File: config.mk
export PLATFORM = sky130hd
export DESIGN_NAME = smbw_ctrl
export DESIGN_NICKNAME = d
export VERILOG_FILES = /design/src/rtl/smbw_pkg.sv /design/src/rtl/smbw_ctrl.sv
export SDC_FILE = /design/constraint.sdc
export NUM_CORES = 1
export LEC_CHECK = 0
export ABC_AREA = 1
export BUFFER_PORTS_ARGS = -buffer_cell sky130_fd_sc_hd__buf_2
export CORE_UTILIZATION = 48
export CTS_CLUSTER_SIZE = 40
export DETAILED_ROUTE_END_ITERATION = 12
export PLACE_DENSITY_LB_ADDON = 0.05
export SYNTH_ARGS = -nofsm -noshare
export SYNTH_HDL_FRONTEND = slang
export SYNTH_SLANG_ARGS = --single-unit
export TNS_END_PERCENT = 10
File: constraint.sdc
create_clock -name sys_clk -period 0.8 [get_ports sys_clk]
set_input_delay 0.04 -clock sys_clk [delete_from_list [all_inputs] [get_ports sys_clk]]
set_output_delay 0.04 -clock sys_clk [all_outputs]
set_load 0.1 [all_outputs]
File: src/rtl/smbw_pkg.sv
// Shared constants and types for the static memory byte-lane and wait block
package smbw_pkg;
	localparam int unsigned DATA_W            = 16;
	localparam int unsigned LANES             = 2;
	localparam int unsigned CNT_W             = 6;
	// Byte access type encodings
	localparam logic        STYLE_BYTE_SELECT = 1'b0;
	localparam logic        STYLE_BYTE_WRITE  = 1'b1;
	// External wait policy encodings
	localparam logic [1:0]  WAIT_OFF          = 2'h0;
	localparam logic [1:0]  WAIT_FROZEN       = 2'h2;
	localparam logic [1:0]  WAIT_READY        = 2'h3;
	// Reset values
	localparam logic [1:0]  RST_STROBES_N     = 2'h3;
	localparam logic [CNT_W-1:0] RST_COUNT    = 6'h00;
	typedef enum logic [1:0] {
		SMBW_IDLE  = 2'b00,
		SMBW_SETUP = 2'b01,
		SMBW_PULSE = 2'b11,
		SMBW_HOLD  = 2'b10
	} smbw_state_t;
endpackage : smbw_pkg
File: src/rtl/smbw_ctrl.sv
// Static memory access sequencer with byte-lane strobes and external wait
`timescale 1ns/1ns
`default_nettype none
module smbw_ctrl (
	input  wire logic                             sys_clk,
	input  wire logic                             rst_b,
	input  wire logic                             req,
	input  wire logic                             req_write,
	input  wire logic [1:0]                       req_lanes,
	input  wire logic                             req_boot,
	input  wire logic                             byte_access_type,
	input  wire logic [1:0]                       external_wait_policy,
	input  wire logic [smbw_pkg::CNT_W-1:0]       setup_cycles,
	input  wire logic [smbw_pkg::CNT_W-1:0]       pulse_cycles,
	input  wire logic [smbw_pkg::CNT_W-1:0]       hold_cycles,
	input  wire logic                             external_wait_n,
	output logic                                  busy,
	output logic                                  done,
	output logic                                  refused,
	output logic                                  read_strobe_n,
	output logic                                  write_strobe_n,
	output logic                                  lower_byte_write_strobe,
	output logic                                  upper_byte_write_strobe,
	output logic                                  lower_byte_select_n,
	output logic                                  upper_byte_select_n
);
	logic                         rst_meta;
	logic                         rst_sync;
	logic                         wait_meta;
	logic                         wait_sync;
	smbw_pkg::smbw_state_t        state;
	smbw_pkg::smbw_state_t        next_state;
	logic [smbw_pkg::CNT_W-1:0]   count;
	logic [smbw_pkg::CNT_W-1:0]   next_count;
	logic                         wr;
	logic                         next_wr;
	logic                         style;
	logic                         next_style;
	logic [1:0]                   pol;
	logic [1:0]                   next_pol;
	logic [1:0]                   lanes;
	logic [1:0]                   next_lanes;
	logic                         next_done;
	logic                         next_refused;
	logic                         next_rd_n;
	logic                         next_we_n;
	logic [1:0]                   next_wr_n;
	logic [1:0]                   next_bs_n;
	logic [1:0]                   wr_n;
	logic [1:0]                   bs_n;
	logic                         stall;

	// Wait is honoured only for policies 10 and 11
	function automatic logic wait_on(input logic [1:0] p);
		return (p == smbw_pkg::WAIT_FROZEN) || (p == smbw_pkg::WAIT_READY);
	endfunction : wait_on

	always_ff @(posedge sys_clk or negedge rst_b) begin
		if (!rst_b) begin
			rst_meta <= 1'b0;
			rst_sync <= 1'b0;
		end else begin
			rst_meta <= 1'b1;
			rst_sync <= rst_meta;
		end
	end

	// Wait pin is asynchronous to the access sequencer
	always_ff @(posedge sys_clk or negedge rst_sync) begin
		if (!rst_sync) begin
			wait_meta <= 1'b1;
			wait_sync <= 1'b1;
		end else begin
			wait_meta <= external_wait_n;
			wait_sync <= wait_meta;
		end
	end

	assign stall = (state == smbw_pkg::SMBW_PULSE) && wait_on(pol) && !wait_sync;

	always_comb begin
		next_state   = state;
		next_count   = count;
		next_wr      = wr;
		next_style   = style;
		next_pol     = pol;
		next_lanes   = lanes;
		next_done    = 1'b0;
		next_refused = 1'b0;
		case (state)
			smbw_pkg::SMBW_IDLE: begin
				if (req) begin
					if ((req_boot && byte_access_type == smbw_pkg::STYLE_BYTE_WRITE)
						|| (wait_on(external_wait_policy) && hold_cycles == '0)) begin
						next_refused = 1'b1;
					end else begin
						next_state = smbw_pkg::SMBW_SETUP;
						next_count = setup_cycles;
						next_wr    = req_write;
						next_style = byte_access_type;
						next_pol   = external_wait_policy;
						next_lanes = req_lanes;
					end
				end
			end
			smbw_pkg::SMBW_SETUP: begin
				if (count == '0) begin
					next_state = smbw_pkg::SMBW_PULSE;
					next_count = pulse_cycles;
				end else begin
					next_count = count - 1'b1;
				end
			end
			smbw_pkg::SMBW_PULSE: begin
				// frozen pauses count, ready holds at end
				if (stall && (pol == smbw_pkg::WAIT_FROZEN || count == '0)) begin
					next_count = count;
				end else if (count == '0) begin
					next_state = smbw_pkg::SMBW_HOLD;
					next_count = hold_cycles;
				end else begin
					next_count = count - 1'b1;
				end
			end
			smbw_pkg::SMBW_HOLD: begin
				if (count == '0) begin
					next_state = smbw_pkg::SMBW_IDLE;
					next_done  = 1'b1;
				end else begin
					next_count = count - 1'b1;
				end
			end
			default: begin
				next_state = smbw_pkg::SMBW_IDLE;
			end
		endcase
	end

	always_comb begin
		next_rd_n = 1'b1;
		next_we_n = 1'b1;
		next_wr_n = smbw_pkg::RST_STROBES_N;
		next_bs_n = smbw_pkg::RST_STROBES_N;
		if (next_state == smbw_pkg::SMBW_PULSE) begin
			if (next_style == smbw_pkg::STYLE_BYTE_WRITE) begin
				// bit0 lane 0, bit1 lane 1
				next_rd_n = next_wr;
				next_wr_n = next_wr ? ~next_lanes : smbw_pkg::RST_STROBES_N;
			end else begin
				// bit0 lane 0, bit1 lane 1
				next_rd_n = next_wr;
				next_we_n = !next_wr;
				next_bs_n = ~next_lanes;
			end
		end
	end

	always_ff @(posedge sys_clk or negedge rst_sync) begin
		if (!rst_sync) begin
			state          <= smbw_pkg::SMBW_IDLE;
			count          <= smbw_pkg::RST_COUNT;
			wr             <= 1'b0;
			style          <= smbw_pkg::STYLE_BYTE_SELECT;
			pol            <= smbw_pkg::WAIT_OFF;
			lanes          <= 2'h0;
			done           <= 1'b0;
			refused        <= 1'b0;
			busy           <= 1'b0;
			read_strobe_n  <= 1'b1;
			write_strobe_n <= 1'b1;
			wr_n           <= smbw_pkg::RST_STROBES_N;
			bs_n           <= smbw_pkg::RST_STROBES_N;
		end else begin
			state          <= next_state;
			count          <= next_count;
			wr             <= next_wr;
			style          <= next_style;
			pol            <= next_pol;
			lanes          <= next_lanes;
			done           <= next_done;
			refused        <= next_refused;
			busy           <= (next_state != smbw_pkg::SMBW_IDLE);
			read_strobe_n  <= next_rd_n;
			write_strobe_n <= next_we_n;
			wr_n           <= next_wr_n;
			bs_n           <= next_bs_n;
		end
	end

	assign lower_byte_write_strobe = wr_n[0];
	assign upper_byte_write_strobe = wr_n[1];
	assign lower_byte_select_n     = bs_n[0];
	assign upper_byte_select_n     = bs_n[1];

	chk_frozen_count_hold: assert property (@(posedge sys_clk) disable iff (!rst_sync)
		(stall && pol == smbw_pkg::WAIT_FROZEN) |=> (count == $past(count)
			&& state == smbw_pkg::SMBW_PULSE))
		else $error("frozen wait did not hold count");
	// ready mode holds last pulse cycle
	chk_ready_pulse_hold: assert property (@(posedge sys_clk) disable iff (!rst_sync)
		(stall && pol == smbw_pkg::WAIT_READY && count == '0)
		|=> state == smbw_pkg::SMBW_PULSE)
		else $error("ready wait did not hold pulse");
	// setup and hold count on whatever wait does
	chk_wait_pulse_only: assert property (@(posedge sys_clk) disable iff (!rst_sync)
		(state != smbw_pkg::SMBW_PULSE && state != smbw_pkg::SMBW_IDLE && count != '0)
		|=> (count == $past(count) - 1'b1 && state == $past(state)))
		else $error("wait acted outside pulse");
	chk_wait_off_ignored: assert property (@(posedge sys_clk) disable iff (!rst_sync)
		(state == smbw_pkg::SMBW_PULSE && pol == smbw_pkg::WAIT_OFF && count == '0)
		|=> state == smbw_pkg::SMBW_HOLD)
		else $error("disabled wait stretched pulse");
	chk_boot_refused: assert property (@(posedge sys_clk) disable iff (!rst_sync)
		(state == smbw_pkg::SMBW_IDLE && req && req_boot
			&& byte_access_type == smbw_pkg::STYLE_BYTE_WRITE)
		|=> refused && state == smbw_pkg::SMBW_IDLE)
		else $error("boot in byte write accepted");
	chk_hold_needed: assert property (@(posedge sys_clk) disable iff (!rst_sync)
		(state == smbw_pkg::SMBW_IDLE && req && wait_on(external_wait_policy)
			&& hold_cycles == '0) |=> refused)
		else $error("wait access without hold accepted");
	// byte write never drives common write
	chk_bw_no_we: assert property (@(posedge sys_clk) disable iff (!rst_sync)
		(state == smbw_pkg::SMBW_PULSE && style == smbw_pkg::STYLE_BYTE_WRITE)
		|-> write_strobe_n && bs_n == smbw_pkg::RST_STROBES_N)
		else $error("byte write drove select lines");
	chk_bw_lanes: assert property (@(posedge sys_clk) disable iff (!rst_sync)
		(state == smbw_pkg::SMBW_PULSE && style == smbw_pkg::STYLE_BYTE_WRITE && wr)
		|-> wr_n == ~lanes)
		else $error("write strobe lanes wrong");
	chk_bs_lanes: assert property (@(posedge sys_clk) disable iff (!rst_sync)
		(state == smbw_pkg::SMBW_PULSE && style == smbw_pkg::STYLE_BYTE_SELECT)
		|-> bs_n == ~lanes && write_strobe_n == !wr && wr_n == smbw_pkg::RST_STROBES_N)
		else $error("byte select lanes wrong");
endmodule : smbw_ctrl
`default_nettype wire

==> metrics.yaml <==
outcome: "complete, but fails checks"
failed_checks: "setup timing"
layout.cells.non_filler: 338
via_per_inst: 4.61
core_area_um2: 3130
setup_tns_ns: -13.73
drive_above_1_share_pct: 42.5
die_h_um: 60.3
utilization_pct: 76.4
max-vdd-ir-drop_mv: 2.29
gp_congestion: 0.865
ys_warn_count: 0
max_freq_ghz: 0.714
initial_core_util_pct: 52.1
ioPinCount: 38
cts_tree: "done"
diodes: 0
antenna_found_initial: 0
required_ns: 1.01
cp-start-kind: "flip-flop"
drv_cap: 0
vias: 1559
cts_buffers: 3
grt_start_max_net_pins: 17
whs_ns: 0.0306
routed_wl_mm: 3.64
rows: 20
nets: 326
cts_sinks: 27
hpwl_mm: 2.93
drc: 0
clockBufferDepth: 2
wl_per_cell_um: 10.8
synthCells: 217
placed_cells: 327
synth-seq-area-share_pct: 42.1
path_max_fanout: 4
die-area_um2: 3630
finalHoldViolCount: 0
die_x_um: 60.3
ys_seq_elements: 27
syn_nets: 248
skew_ns: 0.0121
syn2layout_area_growth_pct: 46.5
clk_pin_slew_ns: 0.15
insertion_delay_ns: 0.32
io_buffers: 37
ant_nets: 0
initialDrtViolationCount: 118
track_usage_pct: 22.0
setup_viol: 32
power.density_nw_per_um2: 3670
synth_area_um2: 1630
grt_pass1_wl_mm: 5.84
htreeDepth: 1
final.period_utilization_pct: 175
syn_avg_cell_area_um2: 7.51
critPathArrivalTime_ns: 1.61
hold_class: "input pin to flip-flop"
crit_path_end_kind: "flip-flop"
min_period_ns: 1.40
root_buffer: "clkbuf_4"
synthDistinctLibCells: 28
rsz0062_at_grt: "yes"
setup_ws_ns: -0.601
drv_slew: 0
crit_type: "flip-flop to flip-flop"
grt_pass1_vias: 1422
gr-total-overflow: 0
power_leakage_nw: 1.29
first_pass_iters: 4
-- placed cells by master, fill, tap and decap left out, types with 9 or more instances in the layout --
master   synthesis  final
nand3_1         15     15
inv_1           22     20
nor2_1          25     23
buf_12           0     10
buf_2            2     28
buf_4            0     34
nand2_2          6      9
inv_2            7      9
dfrtp_1         19     19
nand2_1         77     73
-- cells in the mapped netlist, drive strengths merged --
| library cell | instances | area, um^2 |
|---|---|---|
| nand2 | 86 | 369 |
| nor2 | 34 | 184 |
| inv | 29 | 109 |
| dfrtp | 19 | 475 |
| nand3 | 17 | 110 |
| dfstp | 8 | 210 |
| nand4 | 6 | 37.5 |
| a21oi | 3 | 15.0 |
| buf | 3 | 21.3 |
| o21ai | 3 | 22.5 |
| clkinv | 2 | 20.0 |
| ha | 2 | 25.0 |
| a21boi | 1 | 7.51 |
| conb | 1 | 3.75 |
| nor3 | 1 | 5.00 |
| or2 | 1 | 6.26 |
| xnor2 | 1 | 8.76 |
-- flip-flops by register name, summed over array words and instances, names as in the netlist, 2 cells and up --
name	flops
wr_n	2
state	2
count	6
pol	2
bs_n	2
lanes	2
-- kinds of logic (layout without fill, tap and decap cells) --
family                     Yosys count  after routing  synth area share, %
xor gates and xnor gates             1              1                0.537
DFF                                 27             27                 42.1
adders and majority gates            2              2                 1.53
and+or+nand+nor                    145            145                 43.7
other                                1              1                0.230
AOI/OAI and AO/OA                    7              7                 2.76
buffers and inverters               34            111                 9.21
-- layout make-up --
cell class                      instances  area, um^2
Multi-Input combinational cell        156         853
Fill cell                             238         739
Sequential cell                        27         686
Timing Repair Buffer                   76         636
Inverter                               31         129
Tap cell                               44        55.1
Clock buffer                            3        22.5
Clock inverter                          1        7.51
-- path summary, 6_finish.rpt --
check,startpoint,endpoint,slack [ns],cells past startpoint
worst max-delay path,count[0]$_DFFE_PN0P_,busy$_DFF_PN0_,-0.60,6
worst min-delay path,setup_cycles[2],count[2]$_DFFE_PN0P_,0.03,5
worst max register to register,count[0]$_DFFE_PN0P_,busy$_DFF_PN0_,-0.60,6
worst min register to register,rst_sync$_DFF_PN0_,lanes[0]$_DFF_PN0_,0.18,1
max in group asynchronous,rst_sync$_DFF_PN0_,wait_sync$_DFF_PN1_,0.36,1
min in group asynchronous,rst_b,rst_sync$_DFF_PN0_,0.04,2
-- timing repair --
action,CTS,global route
hold buffers,4,0
pin swaps,6,5
buffers inserted,2,1
endpoints found under the setup margin,32,32
endpoints found under the hold margin,5,0
cloned,0,0
resized for setup,8,5
-- worst max-delay path: stages, from the launching register on --
cell     delay (ns)
dfrtp_1        0.42
inv_2          0.09
ha_4           0.18
nand3_4        0.13
o21ai_4        0.18
nand2_4        0.07
or2_1          0.22
-- report_power, final --
part	switching, mW	internal [mW]
sequential	0.333	1.95
clock	0.388	0.191
combinational	3.52	2.39
total	4.24	4.53
-- layer usage --
layer  global-route usage (%)  up-vias  part of all wire (%)
met4                     4.98        0                  0.49
met1                     25.5      712                    42
met3                     2.60        2                   2.4
li1                         -      818                     -
met2                     42.2       27                    55
met5                        0        -                     0
-- per-stage QoR --
step	power, mW	setup WS (ns)	area [um^2]
after floorplan	6.00	-0.487	1640
after global placement	7.79	-0.556	2250
after detailed placement	7.92	-0.579	2250
after CTS	8.68	-0.575	2360
after global routing	9.45	-0.717	2390
final	8.76	-0.601	2390
Power figures use the tool's default switching activity.
